===== src/verilog/mrsf_pkg.sv =====
// Constants and types shared by the RTU slave framer
package mrsf_pkg;

	// Clock and sampling tick
	localparam int CLK_PERIOD_NS = 25;
	localparam int MS_NS = 1000000;
	localparam int TICK_CYCLES = (MS_NS + CLK_PERIOD_NS - 1) / CLK_PERIOD_NS;

	// Baud selection
	typedef enum logic [1:0] {
		MRSF_BAUD_4800 = 2'h0,
		MRSF_BAUD_9600 = 2'h1,
		MRSF_BAUD_19200 = 2'h2,
		MRSF_BAUD_HIGH = 2'h3
	} mrsf_baud_e;

	// Idle limits in 1 ms ticks: end of frame, and mid-frame fault
	localparam logic [3:0] END_MS_4800 = 4'h8;
	localparam logic [3:0] FAULT_MS_4800 = 4'h4;
	localparam logic [3:0] END_MS_9600 = 4'h4;
	localparam logic [3:0] FAULT_MS_9600 = 4'h2;
	localparam logic [3:0] END_MS_19200 = 4'h2;
	localparam logic [3:0] FAULT_MS_19200 = 4'h1;
	localparam logic [3:0] END_MS_HIGH = 4'h1;
	localparam logic [3:0] FAULT_MS_HIGH = 4'h1;
	localparam logic [3:0] IDLE_MS_MAX = 4'hF;

	// Least response delay: 3.5 characters of 10 bits, rounded up (the end-of-frame limit at the high rate), plus turnaround
	localparam int GAP_TENTH_CHARS = 35;
	localparam int CHAR_BITS = 10;
	localparam int TURNAROUND_WAIT_MS = 1;
	localparam int BAUD_4800 = 4800;
	localparam int BAUD_9600 = 9600;
	localparam int BAUD_19200 = 19200;
	localparam logic [15:0] MIN_DLY_4800 =
		16'((GAP_TENTH_CHARS * CHAR_BITS * 1000 + 10 * BAUD_4800 - 1) / (10 * BAUD_4800) + TURNAROUND_WAIT_MS);
	localparam logic [15:0] MIN_DLY_9600 =
		16'((GAP_TENTH_CHARS * CHAR_BITS * 1000 + 10 * BAUD_9600 - 1) / (10 * BAUD_9600) + TURNAROUND_WAIT_MS);
	localparam logic [15:0] MIN_DLY_19200 =
		16'((GAP_TENTH_CHARS * CHAR_BITS * 1000 + 10 * BAUD_19200 - 1) / (10 * BAUD_19200) + TURNAROUND_WAIT_MS);
	localparam logic [15:0] MIN_DLY_HIGH = 16'(int'(END_MS_HIGH) + TURNAROUND_WAIT_MS);

	// Frame layout
	localparam logic [8:0] MIN_LEGAL_LEN = 9'h003;
	localparam logic [8:0] MIN_CRC_LEN = 9'h004;
	localparam logic [8:0] MAX_FRAME_LEN = 9'h100;
	localparam logic [8:0] HDR_LEN = 9'h002;
	localparam logic [8:0] EXC_BODY_LEN = 9'h003;
	localparam logic [7:0] BROADCAST_ADDR = 8'h00;
	localparam int BUF_DEPTH = 256;

	// Check sequence
	localparam logic [15:0] CRC_PRESET = 16'hFFFF;
	localparam logic [15:0] CRC_POLY = 16'hA001;
	localparam logic [15:0] CRC_RESIDUE = 16'h0000;

	// Exception answer
	localparam logic [7:0] EXC_FLAG = 8'h80;
	localparam logic [7:0] EXC_NONE = 8'h00;
	localparam logic [7:0] EXC_ILLEGAL_FUNC = 8'h01;
	localparam logic [7:0] EXC_ILLEGAL_ADDR = 8'h02;
	localparam logic [7:0] EXC_BAD_FRAME = 8'h03;
	localparam logic [7:0] EXC_SLAVE_FAULT = 8'h04;
	localparam logic [7:0] EXC_OVER_RANGE = 8'h05;
	localparam logic [7:0] EXC_READ_ONLY = 8'h06;
	localparam logic [7:0] EXC_RUN_LOCKED = 8'h07;
	localparam logic [7:0] EXC_PASSWORD = 8'h08;

	// Sequencer states, gray along receive, execute, wait, send, drain
	typedef enum logic [2:0] {
		S_RX = 3'h0,
		S_APP = 3'h1,
		S_DLY = 3'h3,
		S_SEND = 3'h2,
		S_DRAIN = 3'h6
	} mrsf_state_e;

endpackage


===== src/verilog/mrsf_top.sv =====
// RTU slave framer: idle-gap delimiting, frame checks, reply or exception, response delay
`timescale 1ns/1ps
`default_nettype none
module mrsf_top
	import mrsf_pkg::*;
#(
	parameter int TICK_CYCLES_P = TICK_CYCLES
) (
	input wire logic clk,
	input wire logic rst,
	input wire logic [1:0] baud_sel,
	input wire logic [7:0] station_addr,
	input wire logic [15:0] response_delay_setting,
	input wire logic [15:0] comm_timeout_setting,
	input wire logic rx_valid,
	input wire logic [7:0] rx_data,
	input wire logic rx_err,
	output logic rx_discard,
	output logic req_valid,
	output logic [7:0] req_func,
	output logic [8:0] req_len,
	output logic req_broadcast,
	input wire logic [7:0] req_rd_addr,
	output logic [7:0] req_rd_data,
	input wire logic app_done,
	input wire logic [7:0] app_exc,
	input wire logic [7:0] app_resp_len,
	input wire logic resp_we,
	input wire logic [7:0] resp_waddr,
	input wire logic [7:0] resp_wdata,
	output logic tx_valid,
	output logic [7:0] tx_data,
	input wire logic tx_ready,
	input wire logic tx_empty,
	output logic driver_en,
	output logic comm_timeout
);

	function automatic logic [15:0] crc_byte(input logic [15:0] crc_in, input logic [7:0] data);
		logic [15:0] c;
		c = crc_in ^ {8'h00, data};
		for (int i = 0; i < 8; i++) begin
			if (c[0]) begin
				c = (c >> 1) ^ CRC_POLY;
			end else begin
				c = c >> 1;
			end
		end
		return c;
	endfunction

	function automatic logic [3:0] end_ms(input logic [1:0] sel);
		case (mrsf_baud_e'(sel))
			MRSF_BAUD_4800: end_ms = END_MS_4800;
			MRSF_BAUD_9600: end_ms = END_MS_9600;
			MRSF_BAUD_19200: end_ms = END_MS_19200;
			default: end_ms = END_MS_HIGH;
		endcase
	endfunction

	function automatic logic [3:0] fault_ms(input logic [1:0] sel);
		case (mrsf_baud_e'(sel))
			MRSF_BAUD_4800: fault_ms = FAULT_MS_4800;
			MRSF_BAUD_9600: fault_ms = FAULT_MS_9600;
			MRSF_BAUD_19200: fault_ms = FAULT_MS_19200;
			default: fault_ms = FAULT_MS_HIGH;
		endcase
	endfunction

	function automatic logic [15:0] min_dly(input logic [1:0] sel);
		case (mrsf_baud_e'(sel))
			MRSF_BAUD_4800: min_dly = MIN_DLY_4800;
			MRSF_BAUD_9600: min_dly = MIN_DLY_9600;
			MRSF_BAUD_19200: min_dly = MIN_DLY_19200;
			default: min_dly = MIN_DLY_HIGH;
		endcase
	endfunction

	mrsf_state_e state_r;
	logic [15:0] tick_cnt_r;
	logic tick;
	logic [3:0] idle_ms_r;
	logic in_frame_r;
	logic [8:0] rx_len_r;
	logic [15:0] rx_crc_r;
	logic rx_fault_r;
	logic [7:0] rx_addr_r;
	logic [7:0] rx_func_r;
	logic [7:0] rx_mem [BUF_DEPTH];
	logic [7:0] tx_mem [BUF_DEPTH];
	logic rx_take;
	logic frame_end;
	logic legal;
	logic crc_ok;
	logic is_bcast;
	logic [15:0] dly_ms_r;
	logic [15:0] dly_need;
	logic dly_done;
	logic [15:0] to_ms_r;
	logic [7:0] exc_r;
	logic [8:0] resp_len_r;
	logic [8:0] body_len;
	logic [8:0] tx_idx_r;
	logic [15:0] tx_crc_r;
	logic [7:0] tx_byte;
	logic tx_valid_r;
	logic [7:0] tx_data_r;
	logic last_acc;
	logic drain_armed_r;
	logic driver_en_r;
	logic req_valid_r;
	logic [8:0] req_len_r;
	logic req_bcast_r;
	logic [7:0] req_rd_data_r;
	logic rx_discard_r;
	logic comm_timeout_r;

	// 1 ms sampling tick
	assign tick = (tick_cnt_r == 16'(TICK_CYCLES_P - 1));

	always_ff @(posedge clk or posedge rst) begin
		if (rst) begin
			tick_cnt_r <= 16'h0000;
		end else if (tick) begin
			tick_cnt_r <= 16'h0000;
		end else begin
			tick_cnt_r <= tick_cnt_r + 16'h0001;
		end
	end

	// Bytes are taken only while listening; during a reply the line carries our own echo
	assign frame_end = in_frame_r && (idle_ms_r >= end_ms(baud_sel));
	assign rx_take = rx_valid && (state_r == S_RX) && !frame_end;

	always_ff @(posedge clk or posedge rst) begin
		if (rst) begin
			idle_ms_r <= 4'h0;
		end else if (rx_take) begin
			idle_ms_r <= 4'h0;
		end else if (tick && idle_ms_r != IDLE_MS_MAX) begin
			idle_ms_r <= idle_ms_r + 4'h1;
		end
	end

	always_ff @(posedge clk or posedge rst) begin
		if (rst) begin
			in_frame_r <= 1'b0;
			rx_len_r <= 9'h000;
			rx_crc_r <= CRC_PRESET;
			rx_fault_r <= 1'b0;
			rx_addr_r <= 8'h00;
			rx_func_r <= 8'h00;
		end else if (frame_end) begin
			in_frame_r <= 1'b0;
		end else if (rx_take) begin
			in_frame_r <= 1'b1;
			if (!in_frame_r) begin
				rx_len_r <= 9'h001;
				rx_crc_r <= crc_byte(CRC_PRESET, rx_data);
				rx_fault_r <= rx_err;
				rx_addr_r <= rx_data;
			end else begin
				if (rx_len_r != MAX_FRAME_LEN) begin
					rx_len_r <= rx_len_r + 9'h001;
				end
				if (rx_len_r == 9'h001) begin
					rx_func_r <= rx_data;
				end
				rx_crc_r <= crc_byte(rx_crc_r, rx_data);
				// Gap at or above the fault limit, a line error or an overlong frame spoils it
				rx_fault_r <= rx_fault_r || rx_err || (idle_ms_r >= fault_ms(baud_sel))
					|| (rx_len_r == MAX_FRAME_LEN);
			end
		end
	end

	always_ff @(posedge clk) begin
		if (rx_take && (!in_frame_r || rx_len_r < MAX_FRAME_LEN)) begin
			rx_mem[in_frame_r ? rx_len_r[7:0] : 8'h00] <= rx_data;
		end
		if (resp_we) begin
			tx_mem[resp_waddr] <= resp_wdata;
		end
	end

	// Running CRC over the whole frame, check bytes included, leaves zero when intact
	assign is_bcast = (rx_addr_r == BROADCAST_ADDR);
	assign legal = !rx_fault_r && (rx_len_r >= MIN_LEGAL_LEN)
		&& (rx_addr_r == station_addr || is_bcast);
	assign crc_ok = (rx_crc_r == CRC_RESIDUE) && (rx_len_r >= MIN_CRC_LEN);

	// Delay measured from frame end; strict compare guarantees whole milliseconds
	assign dly_need = (response_delay_setting > min_dly(baud_sel)) ? response_delay_setting : min_dly(baud_sel);
	assign dly_done = (dly_ms_r > dly_need);

	always_ff @(posedge clk or posedge rst) begin
		if (rst) begin
			dly_ms_r <= 16'h0000;
		end else if (frame_end) begin
			dly_ms_r <= 16'h0000;
		end else if (tick && dly_ms_r != 16'hFFFF) begin
			dly_ms_r <= dly_ms_r + 16'h0001;
		end
	end

	always_ff @(posedge clk or posedge rst) begin
		if (rst) begin
			to_ms_r <= 16'h0000;
			comm_timeout_r <= 1'b0;
		end else if (frame_end && legal && crc_ok) begin
			to_ms_r <= 16'h0000;
			comm_timeout_r <= 1'b0;
		end else begin
			if (tick && to_ms_r != 16'hFFFF) begin
				to_ms_r <= to_ms_r + 16'h0001;
			end
			if (comm_timeout_setting != 16'h0000 && to_ms_r > comm_timeout_setting) begin
				comm_timeout_r <= 1'b1;
			end
		end
	end

	// Sequencer
	always_ff @(posedge clk or posedge rst) begin
		if (rst) begin
			state_r <= S_RX;
			exc_r <= EXC_NONE;
			resp_len_r <= 9'h000;
		end else begin
			case (state_r)
				S_RX: begin
					if (frame_end && legal) begin
						if (!crc_ok) begin
							exc_r <= EXC_BAD_FRAME;
							state_r <= is_bcast ? S_RX : S_DLY;
						end else if (rx_func_r[7]) begin
							exc_r <= EXC_ILLEGAL_FUNC;
							state_r <= is_bcast ? S_RX : S_DLY;
						end else begin
							state_r <= S_APP;
						end
					end
				end
				S_APP: begin
					if (app_done) begin
						// Codes 02H and 04H..08H come from the executing logic unchanged
						exc_r <= app_exc;
						resp_len_r <= {1'b0, app_resp_len};
						state_r <= req_bcast_r ? S_RX : S_DLY;
					end
				end
				S_DLY: begin
					if (dly_done) begin
						state_r <= S_SEND;
					end
				end
				S_SEND: begin
					if (last_acc) begin
						state_r <= S_DRAIN;
					end
				end
				S_DRAIN: begin
					if (drain_armed_r && tx_empty) begin
						state_r <= S_RX;
					end
				end
				default: begin
					state_r <= S_RX;
				end
			endcase
		end
	end

	always_ff @(posedge clk or posedge rst) begin
		if (rst) begin
			rx_discard_r <= 1'b0;
		end else begin
			rx_discard_r <= (state_r == S_RX) && frame_end && !legal;
		end
	end

	// Request hand-off to the executing logic
	always_ff @(posedge clk or posedge rst) begin
		if (rst) begin
			req_valid_r <= 1'b0;
			req_len_r <= 9'h000;
			req_bcast_r <= 1'b0;
		end else begin
			req_valid_r <= (state_r == S_RX) && frame_end && legal && crc_ok && !rx_func_r[7];
			if (state_r == S_RX && frame_end) begin
				req_len_r <= rx_len_r;
				req_bcast_r <= is_bcast;
			end
		end
	end

	always_ff @(posedge clk) begin
		req_rd_data_r <= rx_mem[req_rd_addr];
	end

	// Reply bytes: address, function, body, CRC low, CRC high
	assign body_len = (exc_r != EXC_NONE) ? EXC_BODY_LEN : (HDR_LEN + resp_len_r);

	always_comb begin
		if (tx_idx_r == 9'h000) begin
			tx_byte = station_addr;
		end else if (tx_idx_r == 9'h001) begin
			tx_byte = (exc_r != EXC_NONE) ? (rx_func_r | EXC_FLAG) : rx_func_r;
		end else if (tx_idx_r < body_len) begin
			tx_byte = (exc_r != EXC_NONE) ? exc_r : tx_mem[8'(tx_idx_r - HDR_LEN)];
		end else if (tx_idx_r == body_len) begin
			tx_byte = tx_crc_r[7:0];
		end else begin
			tx_byte = tx_crc_r[15:8];
		end
	end

	assign last_acc = tx_valid_r && tx_ready && (tx_idx_r == body_len + 9'h001);

	always_ff @(posedge clk or posedge rst) begin
		if (rst) begin
			tx_idx_r <= 9'h000;
			tx_crc_r <= CRC_PRESET;
			tx_valid_r <= 1'b0;
			tx_data_r <= 8'h00;
		end else if (state_r != S_SEND) begin
			tx_idx_r <= 9'h000;
			tx_crc_r <= CRC_PRESET;
			tx_valid_r <= 1'b0;
		end else if (!tx_valid_r) begin
			tx_data_r <= tx_byte;
			tx_valid_r <= 1'b1;
		end else if (tx_ready) begin
			tx_valid_r <= 1'b0;
			tx_idx_r <= tx_idx_r + 9'h001;
			if (tx_idx_r < body_len) begin
				tx_crc_r <= crc_byte(tx_crc_r, tx_data_r);
			end
		end
	end

	// The transmitter may still show empty in the cycle after the last accept
	always_ff @(posedge clk or posedge rst) begin
		if (rst) begin
			drain_armed_r <= 1'b0;
		end else begin
			drain_armed_r <= (state_r == S_DRAIN);
		end
	end

	// Driver only after the full delay, released once the last stop bit is out
	always_ff @(posedge clk or posedge rst) begin
		if (rst) begin
			driver_en_r <= 1'b0;
		end else if (state_r == S_DLY && dly_done) begin
			driver_en_r <= 1'b1;
		end else if (state_r == S_DRAIN && drain_armed_r && tx_empty) begin
			driver_en_r <= 1'b0;
		end
	end

	assign rx_discard = rx_discard_r;
	assign req_valid = req_valid_r;
	assign req_func = rx_func_r;
	assign req_len = req_len_r;
	assign req_broadcast = req_bcast_r;
	assign req_rd_data = req_rd_data_r;
	assign tx_valid = tx_valid_r;
	assign tx_data = tx_data_r;
	assign driver_en = driver_en_r;
	assign comm_timeout = comm_timeout_r;

endmodule
`default_nettype wire


===== config.mk =====
export PLATFORM = sky130hd
export DESIGN_NAME = mrsf_top
export DESIGN_NICKNAME = d
export VERILOG_FILES = /design/src/verilog/mrsf_pkg.sv /design/src/verilog/mrsf_top.sv
export SDC_FILE = /design/constraint.sdc
export NUM_CORES = 2
export LEC_CHECK = 0
export BUFFER_PORTS_ARGS = -buffer_cell sky130_fd_sc_hd__buf_2
export CAP_MARGIN = 5
export CORE_MARGIN = 2
export CORE_UTILIZATION = 50
export CTS_CLUSTER_DIAMETER = 100
export DETAILED_ROUTE_END_ITERATION = 8
export PLACE_DENSITY = 0.65
export SKIP_CTS_REPAIR_TIMING = 1
export SLEW_MARGIN = 20
export SYNTH_ARGS = -nofsm -noshare
export SYNTH_HDL_FRONTEND = slang
export SYNTH_SLANG_ARGS = --single-unit

===== constraint.sdc =====
create_clock -name clk -period 5.4 [get_ports clk]
set_clock_uncertainty 0.2 [all_clocks]
set_input_delay 0.27 -clock clk [delete_from_list [all_inputs] [get_ports clk]]
set_output_delay 0.27 -clock clk [all_outputs]
set_load 0.01 [all_outputs]

* Yosys cells after proc, flatten, opt, wreduce, memory -nomap -nowiden
Memory sizes are Yosys's and may differ from the RTL's. A register that Yosys moved wholly into a read port is not among the register bits.
Cells that the tools add are included.
Widths: inputs -> output; s select.
** Storage, ports and cells
- Flip-flop bits (word level) :: 163
- Latch bits :: 0
- Bits in writable memories :: 4096
- Memory bits (read-only) :: 0
- Input bits :: 98
- Output and inout port bits :: 39
- Word-level logic and storage cells :: 316
- Memories kept :: 2
** Memories
- rx_mem :: depth 256, bits a word 8, rd ports 1, clocked after memory_dff 1, write ports 1, line mrsf_top.sv:89 : logic [7:0] rx_mem [BUF_DEPTH];
- tx_mem :: depth 256, bits a word 8, rd ports 1, clocked after memory_dff 0, write ports 1, line mrsf_top.sv:90 : logic [7:0] tx_mem [BUF_DEPTH];
** Operators by class
- $add $sub $neg :: 9
- Multipliers :: 0
- Div/mod/pow operators :: 0
- $lt $le $gt $ge :: 9
- Equality and inequality tests :: 25
- Shifts and indexed selects :: 0
- Multiplexer cells :: 155
- Bitwise gates (word level) :: 31
- Reductions and logical operators :: 61
** Operators with widths (count)
- $mux 16 :: 105
- $mux 8 :: 11
- $not 2->3 :: 24
- $mux 9 :: 6
- $add 16x1->16 const B :: 3
- $gt 16x16->1 :: 3
- $ne 16x16->1 const B :: 2
- $xor 16x8->16 :: 2
- $add 9x1->9 const B :: 3
- $logic_and 1x1->1 :: 24
- $pmux 4 s3 :: 2
- $mux 4 :: 5
- $reduce_bool 2->1 :: 10
- $eq 9x1->1 const B :: 2
- $eq 9x9->1 :: 2
- $eq 16x16->1 const B :: 1
- $logic_not 16->1 :: 1
- $not 8->16 :: 1
- $pmux 8 s2 :: 1
- $reduce_bool 16->1 :: 1
- $mux 3 :: 5
- $pmux 3 s5 :: 1
- $mux 1 :: 14
- $ne 2x2->1 const B :: 5
- 34 further kinds :: 56

* Longest topological paths before layout
- Depth after elaboration :: 49
- Mapped depth :: 19
- Depth with buffers taken out :: 18

* Worst setup path before layout
Ideal clock, no wire load.
- Kind :: register to register
- Start :: register tx_idx_r[1]
- End :: register tx_data_r[5], in the netlist tx_data[5]
- Arrival :: 3.967 ns
- Required time :: 5.067 ns
- Slack :: 1.100 ns
- Cell stages (with the launch flop) :: 17
- Path buffers :: 8
- Path through :: dfrtp_1 > buf_4 > buf_2 > inv_1 > buf_2 > buf_1 > clkbuf_1 > ha_1 > buf_4 > xor2_1 > buf_4 > buf_2 > mux4_2 > mux2i_1 > nor3_1 > nor4b_1 > a2bb2oi_1
** On the way
- Cells in the longest elaborated chain, start to end :: 6
** Ends and longest elaborated chain
- start, declared :: line mrsf_top.sv:103 : logic [8:0] tx_idx_r;
- start signal, assigned :: line mrsf_top.sv:335 : tx_idx_r <= tx_idx_r + 9'h001;
- $sub 8x2->8 :: line mrsf_top.sv:310 : tx_byte = (exc_r != EXC_NONE) ? exc_r : tx_mem[8'(tx_idx_r - HDR_LEN)];
- $mem_v2 256x8
- $mux 8 :: line mrsf_top.sv:310
- $mux 8 :: line mrsf_top.sv:309 : end else if (tx_idx_r < body_len) begin
- $mux 8 :: line mrsf_top.sv:307 : end else if (tx_idx_r == 9'h001) begin
- $mux 8 * :: line mrsf_top.sv:305 : if (tx_idx_r == 9'h000) begin
- end signal, assigned :: line mrsf_top.sv:331 : tx_data_r <= tx_byte;
- end, declared :: line mrsf_top.sv:107 : logic [7:0] tx_data_r;
Every way passes the cells marked *; elsewhere a longest branch is shown, timed or not.
A chain may end at the register's enable or synchronous reset.

* Final worst setup path
- Start :: register exc_r[4]
- End :: register tx_crc_r[15]
** On the way
- Cells in the longest elaborated chain, start to end :: 5
** Ends and longest elaborated chain
- start, declared :: line mrsf_top.sv:100 : logic [7:0] exc_r;
- start signal, assigned :: line mrsf_top.sv:247 : exc_r <= app_exc;
- $reduce_bool 8->1 :: line mrsf_top.sv:302 : assign body_len = (exc_r != EXC_NONE) ? EXC_BODY_LEN : (HDR_LEN + resp_len_r);
- $mux 9 :: line mrsf_top.sv:302
- $lt 9x9->1 :: line mrsf_top.sv:336 : if (tx_idx_r < body_len) begin
- $reduce_bool 2->1 (no line)
- $reduce_and 3->1 (no line)
- end signal, assigned :: line mrsf_top.sv:337 : tx_crc_r <= crc_byte(tx_crc_r, tx_data_r);
- end, declared :: line mrsf_top.sv:104 : logic [15:0] tx_crc_r;
Every way passes these cells.

==> metrics.md <==
| Metric | Value |
|---|---|
| Syn Nets | 8,244 |
| Post-synthesis simple-gate area fraction | 3.55% |
| Mapped cell area | 169,000 um2 |
| Multiplexer share of the synthesized area | 17.0% |
| Syn_area_per_cell | 20.9 um2 |
| Vias in the first global route | 83,700 |
| Worst skew pair latency | 0.97 ns |
| Die width | 585 um |
| CP Launch Type | register |
| Setup TNS | 0 ns |
| CTS root buf | clkbuf_16 |
| Hold Crit Depth | 4 |
| Layout Nets | 8,687 |
| Slew Viols, Final | 0 |
| HPWL after detailed placement | 258,000 um |
| Clock Path Buffers | 4 |
| Adder and majority gate portion of the synthesized area | 0.489% |
| Synth top area share | 72.8% |
| GR Util All Layers | 24.7% |
| CP cell instances | or4_1 > nor2_1 > nand2_1 > ha_1 > or4_1 > o21ai_0 > o21ai_2 > buf_4 > nand2b_1 > mux2i_1 > nand2_1 |
| Max Fclk | 208 MHz |
| Synth cell types | 89 |
| Vias post-DR | 83,900 |
| Hold path start | req_rd_addr[5] |
| Number of synthesized flops with an enable pin | 4,096 |
| Static leakage | 59.3 nW |
| Final count of hold timing violations | 2 |
| Clock buffer count from CTS | 420 |
| Worst R2R Path Depth | 11 |
| Main combinational cell family by area after synthesis | multiplexers |
| Hold Slack | -0.0267 ns |
| P per Cell Area | 404 nW/um2 |
| Residual DRC count | 0 |
| Core footprint | 337,000 um2 |
| Required time of the critical path | 6.07 ns |
| Setup violators final | 0 |
| Yosys reg bits | 4,267 |
| Hold Path Class | in2reg |
| Worst setup EP type | register |
| Comb power frac | 13.9% |
| Initial core utilization | 50.2% |
| Max-slew headroom | 14.8% |
| Internal power | 58.1 mW |
| Switching pwr | 18.8 mW |
| I/O pin count | 137 |
| Area growth syn-to-layout | 12.7% |
| Largest net degree at the start of global routing | 209 |
| Placed Cells | 12,500 |
| FF-to-FF End | tx_crc_r[15] |
| Site row count | 213 |
| Layout cells sized above 1 | 26.0% |
| Total grt overflow | 0 |
| R2R Path Start | exc_r[4] |
| Final period util | 89.2% |
| Worst R2R Setup Slack | 0.58 ns |
| Max cap viols | 0 |
| Async SR Flop Fraction | 3.82% |
| Post-synth top flop | edfxtp_1 |
| Peak VDD IR | 321 uV |
| Violated checks | hold timing |
| Worst Path Max Fanout | 25 |
| Die Height | 585 um |
| Synth Instances | 8,080 |
| Clock power share | 37.6% |
| Final non-filler cell total | 13,400 |
| Final Core Density | 56.6% |
| Routed len/inst | 31.7 um |
| DRT Pass-1 Iters | 5 |
| Synth Area in Compound Gates | 1.52% |
| Area contributors post-synth | edfxtp_1, mux4_2, dfrtp_1, nor2_1, nand2_1 |
| CTS tree | yes |
| Largest area contributor in the netlist | edfxtp_1 |
| Syn. warnings | 0 |
| Register area share after synthesis | 75.3% |
| First-pass GRT wire length | 612,000 um |
| Full die area | 343,000 um2 |
| Worst Path Arrival | 5.49 ns |
| Worst Hold End | req_rd_data[2] |
| Tmin final | 4.82 ns |
| Status | complete, but fails checks |
| Port bufs | 136 |
| Xor-xnor portion of the synthesized cell area | 0.741% |
| Initial antenna violation count | 14 |
| Critical path class | reg2reg |
| Clock Sinks | 4,267 |
| Switching Share | 24.4% |
| Vias/cell | 6.26 |
| Total Wirelength | 425,000 um |
| Sequential share of power | 48.5% |
| Slowest cell on the critical path | nor2_1 |
| Placer Congestion | 0.919 |
| H-tree depth | 5 |
| Slew @ Worst Pin | 1.27 ns |
| CP peak stage delay | 0.67 ns |
| Unrepaired setup endpoints after global routing | no |
| DRT antenna net count | 0 |
| 1st-iter DRT viols | 10,300 |
| Reg clk slew, reported paths | 0.06 ns |
[per-stage QoR]
step | total power [mW] | hold slack, ns | area, um2 | setup slack (ns)
floorplan | 44.9 | 0.169 | 169000 | 0.578
global placement | 48.5 | 0.255 | 176000 | 0.690
detailed placement | 48.6 | 0.259 | 176000 | 0.650
CTS | 77.2 | -0.752 | 189000 | 0.678
global route | 79.2 | -0.00634 | 190000 | 0.343
finish | 76.9 | -0.0267 | 190000 | 0.582
[cells in the final DEF, fill, tap and decap left out, types with 43 or more instances in the layout]
master / instances
clkbuf_16: 428
nand3_1: 108
buf_12: 54
ha_1: 65
o21ai_0: 69
clkinv_1: 105
buf_2: 116
xor2_1: 58
bufinv_16: 43
clkinv_2: 74
xnor2_1: 82
mux2i_1: 80
nor2_1: 657
edfxtp_1: 4096
a21oi_1: 82
buf_4: 179
clkbuf_1: 72
dlygate4sd3_1: 95
nand2_1: 361
mux4_2: 1218
dfrtp_1: 129
inv_1: 52
[how the worst max path moves through the flow]
stage | start | endpoint | slack [ns]
2_1_floorplan | rst | comm_timeout | 0.58
3_3_place_gp | exc_r[4] | tx_data[1] | 0.69
3_5_place_dp | baud_sel[1] | rx_mem[61][5] | 0.65
4_1_cts | exc_r[4] | tx_crc_r[15] | 0.68
5_1_grt | exc_r[4] | tx_data[1] | 0.34
6_report | exc_r[4] | tx_crc_r[15] | 0.58
[kinds of logic after synthesis]
| logic type | count (synthesis) |
|---|---|
| compound gates | 378 |
| buf+inv | 500 |
| simple gates | 1385 |
| xor+xnor | 143 |
| flops | 4267 |
| mux | 1341 |
| fa+ha+maj | 66 |
[final cells by class]
class | count | area (um2)
multi-input combinational | 3313 | 39500
fill | 24600 | 146000
antenna | 10 | 25.0
clock buffer | 509 | 11100
clock inverter | 259 | 2450
inverter | 57 | 220
sequential | 4267 | 127000
tap | 4515 | 5650
timing repair buffer | 464 | 4240
[power by group through the flow]
stage	Clock, mW	Combinational, mW	Sequential [mW]
floorplan	0	7.16	37.7
CTS	29.3	10.6	37.3
finish	28.9	10.7	37.3
detailed placement	0	10.6	38.0
global placement	0	10.5	38.0
global route	30.5	11.3	37.3
[critical path, delay by kind of cell, from the launching register on]
family	cells	cell delay, ns
buffers and inverters	1	0.22
multiplexers	1	0.37
adder cells (fa/ha/maj)	1	0.33
flip-flops	1	0.41
AO/OA/AOI/OAI	2	0.33
AND/OR/NAND/NOR	6	2.84
[sequential cells by signal (all words and copies together) (netlist names), 16 cells and up]
name        count
dly_ms_r       16
rx_crc_r       16
rx_mem       2048
tick_cnt_r     16
to_ms_r        16
tx_crc_r       16
tx_mem       2048
[cells in the mapped netlist, drive strengths merged, types with 20 or more instances]
cell type and number:
nor2 658, xor2 59, clkbuf 206, nand3 112, a211oi 25, edfxtp 4096, and3 28, mux2i 80
o21ai 72, mux4 1218, a22oi 20, dfstp 32, a31oi 20, buf 237, dfrtp 131, nand2 363
o211ai 25, nor2b 32, xnor2 84, mux2 43, nand4 38, inv 55, ha 66, nor3 46
a21oi 83, nor4 33
[per-layer routing]
metal / share of wire [%] / GRT usage, % / wire [um]
met1: 39 / 34.4 / 167000
met2: 49 / 40.3 / 210000
met3: 7.5 / 3.58 / 32100
met4: 3.8 / 9.01 / 16100
met5: 0.026 / 0 / 112
No activity file was read; power rests on OpenSTA's default activity.
